===== src/core/ivs_pkg.sv =====
// constants, encodings and timing shared by the isolated voltage input scanner
// Function
// eight isolated channels, each digitized as a 16 bit sample.
// a per-channel selector routes either the channel reference or its field input.
// a second selector picks the one channel fed to the shared converter.
// each corrected sample is written into the host-readable result memory.
// about once a minute, while no inputs are read, every channel reference is converted.
// a reference reading outside the preset limits marks that channel faulted.
// reference readings yield a separate scale and offset constant per channel.
// a raw sample is multiplied by its scale, then its offset is added, before storing.
// the host assigns each channel a rate group during initialization.
// a broadcast key names due rate groups and only their channels are updated.
// after reset the host lights the fault indicator and clears it if its test passes.
// the indicator goes off only after self-test passes and host initialization is done.
// the red indicator is lit while any channel fault or whole-card fault is present.
// each channel fault mark sits in memory beside that channel result.
// reference checks run only between key updates and never displace a requested sample.
package ivs_pkg;

  localparam int NCH      = 8;
  localparam int CH_W     = 3;
  localparam int SMP_W    = 16;
  localparam int GRP_W    = 3;
  localparam int ADDR_W   = 8;
  localparam int DATA_W   = 32;
  localparam int RES_W    = SMP_W + 1;
  localparam int RES_FLT  = SMP_W;
  localparam int NUM_W    = 32;

  // ****************************************************************
  // register map (word addresses)
  // ****************************************************************
  localparam logic [ADDR_W-1:0] A_CTRL   = 8'h00;
  localparam logic [ADDR_W-1:0] A_STAT   = 8'h01;
  localparam logic [ADDR_W-1:0] A_KEY    = 8'h02;
  localparam logic [ADDR_W-1:0] A_GROUP  = 8'h03;
  localparam logic [ADDR_W-1:0] A_LIMLO  = 8'h04;
  localparam logic [ADDR_W-1:0] A_LIMHI  = 8'h05;
  localparam logic [ADDR_W-1:0] A_ISTAT  = 8'h06;
  localparam logic [ADDR_W-1:0] A_IMASK  = 8'h07;
  localparam logic [ADDR_W-1:0] A_FAULT  = 8'h08;
  localparam logic [ADDR_W-1:0] A_RES    = 8'h10;
  localparam logic [ADDR_W-1:0] A_SCALE  = 8'h18;
  localparam logic [ADDR_W-1:0] A_OFFS   = 8'h20;

  localparam int CTRL_INIT   = 0;
  localparam int CTRL_CFAULT = 1;

  localparam int IRQ_W       = 5;
  localparam int IRQ_KEYDONE = 0;
  localparam int IRQ_CHFAULT = 1;
  localparam int IRQ_REFDONE = 2;
  localparam int IRQ_OVERRUN = 3;
  localparam int IRQ_ADCTMO  = 4;

  // ****************************************************************
  // calibration arithmetic and reset values
  // ****************************************************************
  localparam int                SCALE_FRAC = 14;
  localparam logic [SMP_W-1:0]  SCALE_ONE  = 16'h4000;
  localparam logic [SMP_W-1:0]  REF_NOM    = 16'hC000;
  localparam logic [SMP_W-1:0]  LIM_LO_RST = 16'hBD00;
  localparam logic [SMP_W-1:0]  LIM_HI_RST = 16'hC300;
  localparam logic [NCH-1:0]    REF_ALL    = 8'hFF;
  localparam int                DIV_ITER   = 32;

  // ****************************************************************
  // timing
  // ****************************************************************
  localparam longint CLK_HZ         = 40_000_000;
  localparam longint CLK_PERIOD_NS  = 25;
  localparam longint REF_PERIOD_S   = 60;
  localparam longint REF_PERIOD_CYC = REF_PERIOD_S * CLK_HZ;
  localparam longint ADC_TMO_NS     = 100_000;
  localparam int     TMO_W          = 12;
  localparam logic [TMO_W-1:0] ADC_TMO_CYC =
    TMO_W'((ADC_TMO_NS + CLK_PERIOD_NS - 1) / CLK_PERIOD_NS);

  typedef enum logic [5:0] {
    S_IDLE  = 6'b000001,
    S_START = 6'b000010,
    S_WAIT  = 6'b000100,
    S_CORR  = 6'b001000,
    S_CAL   = 6'b010000,
    S_DIV   = 6'b100000
  } ivs_state_e;

endpackage


===== src/core/ivs_scanner.sv =====
// readout sequencer: channel scan, reference calibration, result memory
//
// The plain strobed port and the address map were left to the implementer.
`timescale 1ns/10ps
module ivs_scanner #(
  parameter logic [31:0] REF_PERIOD = 32'(ivs_pkg::REF_PERIOD_CYC)
) (
  input  wire logic                      clk,
  input  wire logic                      rst,
  input  wire logic                      ce,
  input  wire logic [ivs_pkg::ADDR_W-1:0] addr,
  input  wire logic [ivs_pkg::DATA_W-1:0] wdata,
  input  wire logic                      we,
  input  wire logic                      re,
  output logic      [ivs_pkg::DATA_W-1:0] rdata,
  output logic                           irq,
  output logic      [ivs_pkg::NCH-1:0]   ref_sel,
  output logic      [ivs_pkg::CH_W-1:0]  chan_sel,
  output logic                           adc_start,
  input  wire logic                      adc_done,
  input  wire logic [ivs_pkg::SMP_W-1:0] adc_data,
  output logic                           fault_led
);
  import ivs_pkg::*;

  // ****************************************************************
  // state
  // ****************************************************************
  typedef struct packed {
    ivs_state_e                    state;
    logic [CH_W-1:0]               ch;
    logic                          ref_mode;
    logic [NCH-1:0]                upd_mask;
    logic [NCH-1:0]                ref_left;
    logic                          post_pass;
    logic                          post_bad;
    logic                          init_done;
    logic                          card_fault_sw;
    logic                          adc_tmo_flt;
    logic [NCH*GRP_W-1:0]          group;
    logic [SMP_W-1:0]              lim_lo;
    logic [SMP_W-1:0]              lim_hi;
    logic [IRQ_W-1:0]              istat;
    logic [IRQ_W-1:0]              imask;
    logic [NCH-1:0][RES_W-1:0]     res;
    logic [NCH-1:0][SMP_W-1:0]     scale;
    logic [NCH-1:0][SMP_W-1:0]     offs;
    logic [31:0]                   per_cnt;
    logic [TMO_W-1:0]              tmo_cnt;
    logic                          done_s1;
    logic                          done_s2;
    logic                          done_s3;
    logic [SMP_W-1:0]              data_s1;
    logic [SMP_W-1:0]              data_s2;
    logic [SMP_W-1:0]              raw;
    logic [NCH-1:0]                ref_sel;
    logic [CH_W-1:0]               chan_sel;
    logic                          adc_start;
    logic                          div_start;
    logic [DATA_W-1:0]             rdata;
    logic                          led;
  } ivs_regs_s;

  localparam ivs_regs_s RST_VAL = '{
    state:    S_IDLE,
    ref_left: REF_ALL,
    lim_lo:   LIM_LO_RST,
    lim_hi:   LIM_HI_RST,
    scale:    {NCH{SCALE_ONE}},
    led:      1'b1,
    default:  '0
  };

  ivs_regs_s q;
  ivs_regs_s d;

  logic             div_done;
  logic [SMP_W-1:0] div_quo;

  // ****************************************************************
  // helpers
  // ****************************************************************
  function automatic logic [CH_W-1:0] first_fn(input logic [NCH-1:0] m);
    logic [CH_W-1:0] r;
    r = '0;
    for (int i = NCH - 1; i >= 0; i--) begin
      if (m[i]) begin
        r = CH_W'(i);
      end
    end
    return r;
  endfunction

  function automatic logic [NUM_W-1:0] mul_fn(input logic [SMP_W-1:0] a,
                                               input logic [SMP_W-1:0] s);
    logic [NUM_W-1:0] p;
    p = NUM_W'(a) * NUM_W'(s);
    return p >> SCALE_FRAC;
  endfunction

  // channels whose group bit is set in the key
  function automatic logic [NCH-1:0] expand_fn(input logic [NCH-1:0]       key,
                                               input logic [NCH*GRP_W-1:0] grp);
    logic [NCH-1:0] m;
    m = '0;
    for (int i = 0; i < NCH; i++) begin
      m[i] = key[grp[i*GRP_W +: GRP_W]];
    end
    return m;
  endfunction

  function automatic logic [SMP_W-1:0] corr_fn(input logic [SMP_W-1:0] a,
                                               input logic [SMP_W-1:0] s,
                                               input logic [SMP_W-1:0] o);
    logic signed [NUM_W+1:0] v;
    v = $signed({2'b00, mul_fn(a, s)}) + $signed({{(NUM_W-SMP_W+2){o[SMP_W-1]}}, o});
    if (v < 0) begin
      return '0;
    end else if (v > $signed({{(NUM_W-SMP_W+2){1'b0}}, 16'hFFFF})) begin
      return 16'hFFFF;
    end else begin
      return v[SMP_W-1:0];
    end
  endfunction

  ivs_div u_div (
    .clk   (clk),
    .rst   (rst),
    .ce    (ce),
    .start (q.div_start),
    .num   ({REF_NOM, {(NUM_W-SMP_W){1'b0}}} >> (SMP_W - SCALE_FRAC)),
    .den   (q.raw),
    .done  (div_done),
    .quo   (div_quo)
  );

  // ****************************************************************
  // next state
  // ****************************************************************
  always_comb begin
    logic [IRQ_W-1:0] ev;
    logic [NCH-1:0]   faults;
    logic [NCH-1:0]   km;
    logic             ref_fin;
    logic             done_rise;
    ev        = '0;
    faults    = '0;
    km        = '0;
    ref_fin   = 1'b0;
    done_rise = 1'b0;
    d           = q;
    d.adc_start = 1'b0;
    d.div_start = 1'b0;
    d.rdata     = '0;

    // ****************************************************************
    // converter link
    // ****************************************************************
    // converter handshake comes from another clock, so two flops first
    d.done_s1 = adc_done;
    d.done_s2 = q.done_s1;
    d.done_s3 = q.done_s2;
    d.data_s1 = adc_data;
    d.data_s2 = q.data_s1;
    done_rise = q.done_s2 & ~q.done_s3;

    // periodic reference sweep request; a late sweep simply absorbs the tick
    if (q.per_cnt >= REF_PERIOD - 32'h1) begin
      d.per_cnt = '0;
      d.ref_left = REF_ALL;
    end else begin
      d.per_cnt = q.per_cnt + 32'h1;
    end

    // ****************************************************************
    // scan sequencer
    // ****************************************************************
    // one conversion at a time; the lowest pending channel goes first
    case (q.state)
      S_IDLE: begin
        if (|q.upd_mask) begin
          d.ch       = first_fn(q.upd_mask);
          d.ref_mode = 1'b0;
          d.ref_sel  = '0;
          d.chan_sel = first_fn(q.upd_mask);
          d.state    = S_START;
        end else if (|q.ref_left) begin
          // requested samples drain first, references fill the gaps
          d.ch       = first_fn(q.ref_left);
          d.ref_mode = 1'b1;
          d.ref_sel  = NCH'(1) << first_fn(q.ref_left);
          d.chan_sel = first_fn(q.ref_left);
          d.state    = S_START;
        end
      end
      S_START: begin
        d.adc_start = 1'b1;
        d.tmo_cnt   = '0;
        d.state     = S_WAIT;
      end
      S_WAIT: begin
        if (done_rise) begin
          d.raw   = q.data_s2;
          d.state = q.ref_mode ? S_CAL : S_CORR;
        end else if (q.tmo_cnt == ADC_TMO_CYC - TMO_W'(1)) begin
          // a dead converter must not hang the scan: drop the channel
          d.adc_tmo_flt = 1'b1;
          ev[IRQ_ADCTMO] = 1'b1;
          d.ref_sel = '0;
          d.state   = S_IDLE;
          if (q.ref_mode) begin
            ref_fin = 1'b1;
          end else begin
            d.upd_mask[q.ch] = 1'b0;
          end
        end else begin
          d.tmo_cnt = q.tmo_cnt + TMO_W'(1);
        end
      end
      S_CORR: begin
        d.res[q.ch][SMP_W-1:0] = corr_fn(q.raw, q.scale[q.ch], q.offs[q.ch]);
        d.upd_mask[q.ch] = 1'b0;
        if (q.upd_mask == (NCH'(1) << q.ch)) begin
          ev[IRQ_KEYDONE] = 1'b1;
        end
        d.state = S_IDLE;
      end
      S_CAL: begin
        d.ref_sel = '0;
        if (q.raw < q.lim_lo || q.raw > q.lim_hi) begin
          // constants are kept from the last good reading
          if (!q.res[q.ch][RES_FLT]) begin
            ev[IRQ_CHFAULT] = 1'b1;
          end
          d.res[q.ch][RES_FLT] = 1'b1;
          d.post_bad = 1'b1;
          ref_fin    = 1'b1;
          d.state    = S_IDLE;
        end else begin
          d.res[q.ch][RES_FLT] = 1'b0;
          d.div_start = 1'b1;
          d.state     = S_DIV;
        end
      end
      S_DIV: begin
        if (div_done) begin
          d.scale[q.ch] = div_quo;
          // the offset soaks up the rounding left by the truncated scale
          d.offs[q.ch]  = SMP_W'(NUM_W'(REF_NOM) - mul_fn(q.raw, div_quo));
          ref_fin = 1'b1;
          d.state = S_IDLE;
        end
      end
      default: begin
        d.state = S_IDLE;
      end
    endcase

    if (ref_fin) begin
      d.ref_left[q.ch] = 1'b0;
      if (d.ref_left == '0) begin
        ev[IRQ_REFDONE] = 1'b1;
        d.post_pass = q.post_pass | ~d.post_bad;
        d.post_bad  = 1'b0;
      end
    end

    // ****************************************************************
    // register port
    // ****************************************************************
    if (we) begin
      case (addr)
        A_CTRL: begin
          d.init_done     = wdata[CTRL_INIT];
          d.card_fault_sw = wdata[CTRL_CFAULT];
        end
        A_KEY: begin
          km = expand_fn(wdata[NCH-1:0], q.group);
          if (|(km & d.upd_mask)) begin
            ev[IRQ_OVERRUN] = 1'b1;
          end
          d.upd_mask = d.upd_mask | km;
        end
        A_GROUP: d.group  = wdata[NCH*GRP_W-1:0];
        A_LIMLO: d.lim_lo = wdata[SMP_W-1:0];
        A_LIMHI: d.lim_hi = wdata[SMP_W-1:0];
        A_ISTAT: d.istat  = q.istat & ~wdata[IRQ_W-1:0];
        A_IMASK: d.imask  = wdata[IRQ_W-1:0];
        default: begin
        end
      endcase
    end
    // a new event beats a simultaneous clear
    d.istat = d.istat | ev;

    for (int i = 0; i < NCH; i++) begin
      faults[i] = q.res[i][RES_FLT];
    end

    if (re) begin
      case (addr)
        A_CTRL:  d.rdata = DATA_W'({q.card_fault_sw, q.init_done});
        A_STAT:  d.rdata = DATA_W'({q.state, q.post_pass, q.adc_tmo_flt,
                                    |q.ref_left, |q.upd_mask});
        A_GROUP: d.rdata = DATA_W'(q.group);
        A_LIMLO: d.rdata = DATA_W'(q.lim_lo);
        A_LIMHI: d.rdata = DATA_W'(q.lim_hi);
        A_ISTAT: d.rdata = DATA_W'(q.istat);
        A_IMASK: d.rdata = DATA_W'(q.imask);
        A_FAULT: d.rdata = DATA_W'(faults);
        default: begin
          if (addr[ADDR_W-1:CH_W] == A_RES[ADDR_W-1:CH_W]) begin
            d.rdata = DATA_W'(q.res[addr[CH_W-1:0]]);
          end else if (addr[ADDR_W-1:CH_W] == A_SCALE[ADDR_W-1:CH_W]) begin
            d.rdata = DATA_W'(q.scale[addr[CH_W-1:0]]);
          end else if (addr[ADDR_W-1:CH_W] == A_OFFS[ADDR_W-1:CH_W]) begin
            d.rdata = DATA_W'(q.offs[addr[CH_W-1:0]]);
          end
        end
      endcase
    end

    // ****************************************************************
    // fault indicator
    // ****************************************************************
    // lit until self-test and host setup are both done, and on any fault
    d.led = ~(q.post_pass & q.init_done) | (|faults)
            | q.card_fault_sw | q.adc_tmo_flt;
  end

  always_ff @(posedge clk or posedge rst) begin
    if (rst) begin
      q <= RST_VAL;
    end else if (ce) begin
      q <= d;
    end
  end

  // ****************************************************************
  // outputs
  // ****************************************************************
  assign rdata     = q.rdata;
  assign irq       = |(q.istat & q.imask);
  assign ref_sel   = q.ref_sel;
  assign chan_sel  = q.chan_sel;
  assign adc_start = q.adc_start;
  assign fault_led = q.led;

endmodule


===== src/core/ivs_div.sv =====
// sequential restoring divider that derives a channel scale constant
`timescale 1ns/10ps
module ivs_div (
  input  wire logic                     clk,
  input  wire logic                     rst,
  input  wire logic                     ce,
  input  wire logic                     start,
  input  wire logic [ivs_pkg::NUM_W-1:0] num,
  input  wire logic [ivs_pkg::SMP_W-1:0] den,
  output logic                          done,
  output logic      [ivs_pkg::SMP_W-1:0] quo
);
  import ivs_pkg::*;

  typedef struct packed {
    logic             busy;
    logic             done;
    logic [5:0]       cnt;
    logic [SMP_W:0]   rem;
    logic [NUM_W-1:0] qt;
    logic [SMP_W-1:0] quo;
  } ivs_div_s;

  ivs_div_s q;
  ivs_div_s d;

  always_comb begin
    logic [SMP_W:0]   trial;
    logic [NUM_W-1:0] nq;
    trial = '0;
    nq    = '0;
    d      = q;
    d.done = 1'b0;
    if (start && !q.busy) begin
      d.busy = 1'b1;
      d.cnt  = '0;
      d.rem  = '0;
      d.qt   = num;
    end else if (q.busy) begin
      trial = {q.rem[SMP_W-1:0], q.qt[NUM_W-1]};
      if (trial >= {1'b0, den}) begin
        d.rem = trial - {1'b0, den};
        nq    = {q.qt[NUM_W-2:0], 1'b1};
      end else begin
        d.rem = trial;
        nq    = {q.qt[NUM_W-2:0], 1'b0};
      end
      d.qt  = nq;
      d.cnt = q.cnt + 6'h01;
      if (q.cnt == 6'(DIV_ITER - 1)) begin
        d.busy = 1'b0;
        d.done = 1'b1;
        // a zero divisor gives all ones and saturates like any overflow
        d.quo  = (|nq[NUM_W-1:SMP_W]) ? 16'hFFFF : nq[SMP_W-1:0];
      end
    end
  end

  always_ff @(posedge clk or posedge rst) begin
    if (rst) begin
      q <= '0;
    end else if (ce) begin
      q <= d;
    end
  end

  assign done = q.done;
  assign quo  = q.quo;

endmodule


===== config.mk =====
export PLATFORM = sky130hd
export DESIGN_NAME = ivs_scanner
export DESIGN_NICKNAME = d
export VERILOG_FILES = /design/src/core/ivs_pkg.sv /design/src/core/ivs_scanner.sv /design/src/core/ivs_div.sv
export SDC_FILE = /design/constraint.sdc
export NUM_CORES = 2
export LEC_CHECK = 0
export BUFFER_PORTS_ARGS = -buffer_cell sky130_fd_sc_hd__buf_4
export CAP_MARGIN = 20
export CORE_MARGIN = 2
export CORE_UTILIZATION = 45
export CTS_BUF_LIST = sky130_fd_sc_hd__clkbuf_8
export DETAILED_ROUTE_END_ITERATION = 10
export SLEW_MARGIN = 20
export SYNTH_ARGS = -nofsm -noshare
export SYNTH_HDL_FRONTEND = slang
export SYNTH_HIERARCHICAL = 1
export SYNTH_SLANG_ARGS = --single-unit

===== constraint.sdc =====
create_clock -name clk -period 41.3 [get_ports clk]
set_clock_uncertainty 0.1 [all_clocks]
set_input_delay 8.26 -clock clk [delete_from_list [all_inputs] [get_ports clk]]
set_output_delay 8.26 -clock clk [all_outputs]
set_load 0.03 [all_outputs]

==> flow_metrics.env <==
export IMPL_pwr_density_cell_nw_per_um2=36.20
export IMPL_slew_headroom_pct=21.84
export IMPL_cts_root_buffer="clkbuf_8"
export IMPL_dp_final_hpwl_microns=100400
export IMPL_first_iter_violations=3276
export IMPL_fmax_mhz=82.13
export IMPL_io_buffers=91
export IMPL_max_stage_delay_ns=0.80
export IMPL_r2r_slack_ns=29.12
export IMPL_dp_slack_ns=29.30
export IMPL_final_core_util_pct=49.14
export IMPL_grt_use_met1_pct=34.81
export IMPL_hold_ws_ns=0.3729
export IMPL_synth_top_area_cell="dfrtp_1"
export IMPL_grt_pass1_vias=39824
export IMPL_start_kind="register"
export IMPL_cts_hold_buf=0
export IMPL_cts_repair_resized=0
export IMPL_avgSynthCellArea_sq_um=10.30
export IMPL_placementRows=126
export IMPL_hold_class="reg -> reg"
export IMPL_synthFlopType="dfrtp_1"
export IMPL_busiest_layer="met2"
export IMPL_rsz0062_at_grt="false"
export IMPL_synth_edf_count=0
export IMPL_dr_pass1_iters=7
export IMPL_fin_cells=6781
export IMPL_p_leak_nw=27.10
export IMPL_worst_setup_path_end_kind="register"
export IMPL_cpMaxStageDelayCell="buf_4"
export IMPL_grtUsageMet2_pct=40.88
export IMPL_power_mw=2.092
export IMPL_cts_sinks=691
export IMPL_crit_start="q[621]"
export IMPL_dieArea_sq_um=121000
export IMPL_ys_warn_count=6
export IMPL_vias_per_cell=5.753
export IMPL_reg2reg_to="q[480]"
export IMPL_syn2layout_area_growth_pct=8.626
export IMPL_overflow=0
export IMPL_worstReg2RegStart="q[621]"
export IMPL_cts_clk_slew_worst_paths_ns=0.06
export IMPL_synth_distinct_cells=99
export IMPL_synth_seq_cells=691
export IMPL_synth_area_leaders="dfrtp_1 (31%), fa_1 (15%), mux4_2 (7.7%), mux2_2 (6.7%), ha_1 (6.2%)"
export IMPL_min_path_cells=2
export IMPL_worstSetupEndpoint="q[480]"
export IMPL_cp_required_ns=41.91
export IMPL_drc=0
export IMPL_antenna_left=0
export IMPL_async_flop_share_pct=100.0
export IMPL_drv_slew=0
export IMPL_crit_path_frequent_cell="fa_1"
export IMPL_period_needed_ns=12.18
export IMPL_cts_buffers=130
export IMPL_grt_pass1_wl_microns=236700
export IMPL_start_util_pct=45.24
export IMPL_cts_tree="yes"
export IMPL_nNetsFinal=5852
export IMPL_layout_common_cells="nand2_1 (736), dfrtp_1 (658), inv_1 (589)"
export IMPL_clk_latency_ns=0.85
export IMPL_grt_use_met3_pct=3.890
export IMPL_fin_area_sq_um=57790
export IMPL_path_class="reg -> reg"
export IMPL_antenna_found_initial=6
export IMPL_cts_buffer_depth=3
export IMPL_cp_arrival_ns=12.79
export IMPL_grt_max_degree=171
export IMPL_setup_tns_ns=0
export IMPL_dp_cells=6543
export IMPL_die_w_microns=347.8
export IMPL_drt_wl_total_microns=150200
export IMPL_drive_gt1_share_pct=18.01
export IMPL_mappedNetlistArea_sq_um=53200
export IMPL_yosysSeqAreaShare_pct=32.57
export IMPL_core_region_area_sq_um=117600
export IMPL_wl_per_cell_microns=22.15
export IMPL_num_vias=39011
export IMPL_reg2reg_depth=37
export IMPL_cap_violations=0
export IMPL_final_hold_violation_count=0
export IMPL_cts_setup_buffers=0
export IMPL_yosysTopAreaCellShare_pct=31.18
export IMPL_die_height_microns=347.8
export IMPL_finalCritPeriodShare_pct=29.48
export IMPL_max_vdd_ir_drop_mv=0.05274
export IMPL_final_common_cell="nand2_1"
export IMPL_tightest_slew_ns=1.158
export IMPL_track_usage_pct=25.29
export IMPL_setup_violations_final=0
export IMPL_place_area_sq_um=54970
export IMPL_htree_levels=4
export IMPL_io_pins=108
export IMPL_place_gp_congestion=0.9239
export IMPL_fin_ws_ns=29.12
export IMPL_status="complete, no violations"
export IMPL_cp_max_fo=40
export IMPL_synth_cells=5167
==> where the power goes <==
group / switching (mW) / internal [mW] / total [mW]
Clock: 0.324 / 0.392 / 0.716
Sequential: 0.0552 / 0.713 / 0.769
Combinational: 0.397 / 0.211 / 0.607
Total: 0.776 / 1.32 / 2.09
==> Yosys cell counts, types with 31 or more instances <==
cell type,count
fa_1,387
nand3_1,91
dfrtp_1,663
mux2i_1,67
xor2_1,49
nor2_1,169
xnor2_1,61
nand4_1,33
clkbuf_1,252
nand2b_1,53
ha_1,263
a21oi_1,139
mux2_2,318
and2_1,162
buf_4,59
a21o_1,39
nand2_1,744
buf_1,33
nor2b_1,63
inv_1,551
nor3_1,40
o21ai_0,286
mux4_2,182
o22ai_1,31
==> worst max-delay path, delay by kind of cell (launching register included) <==
| kind | cells | cell delay, ns |
|---|---|---|
| AO/OA/AOI/OAI | 9 | 1.45 |
| XOR/XNOR | 2 | 1.00 |
| adder cells (fa/ha/maj) | 8 | 3.56 |
| buffers and inverters | 5 | 1.78 |
| flip-flops | 1 | 0.65 |
| multiplexers | 1 | 0.59 |
| AND/OR/NAND/NOR | 12 | 2.80 |
==> logic make-up (layout without fill, tap and decap cells) <==
family / after synthesis / count (layout) / synth area share, %
flops: 691 / 691 / 32.57
simple gates: 1455 / 1455 / 12.72
other cells: 2 / 44 / 0.01412
mux: 567 / 567 / 15.70
fa+ha+maj: 650 / 650 / 20.75
compound gates: 775 / 775 / 9.447
buf+inv: 915 / 951 / 6.940
xor+xnor: 112 / 112 / 1.872
==> routing by layer <==
| metal | part of all wire, % | vias to the layer above | wire, microns |
|---|---|---|---|
| met5 | 0 | - | 0 |
| met3 | 6.4 | 255 | 9556 |
| met2 | 47 | 1309 | 70650 |
| li1 | - | 17405 | - |
| met4 | 3.2 | 0 | 4869 |
| met1 | 43 | 20042 | 65100 |
==> worst min path at each step <==
stage | slack [ns] | from | to
after global routing | 0.39 | q[602] | q[603]
after floorplan | 0.33 | q[602] | q[603]
after global placement | 0.35 | q[602] | q[603]
after CTS | 0.37 | q[602] | q[603]
final | 0.37 | q[495] | q[495]
after detailed placement | 0.36 | q[602] | q[603]
==> final cells by class <==
type / count / area, sq um
fill: 10897 / 59820
tap: 1536 / 1922
multi-input combinational: 3599 / 32380
sequential: 691 / 17340
antenna: 4 / 10.01
inverter: 552 / 2081
clock inverter: 70 / 540.5
clock buffer: 163 / 2243
timing repair buffer: 166 / 1274
==> registers in the layout, indices dropped and copies added, names as in the netlist <==
name        count
fault_led       1
rdata          24
d              18
u_div/quo      16
u_div/done      1
adc_start       1
u_div/q        55
q             567
ref_sel         8
Note: power is estimated with default switching activity, not from simulation.
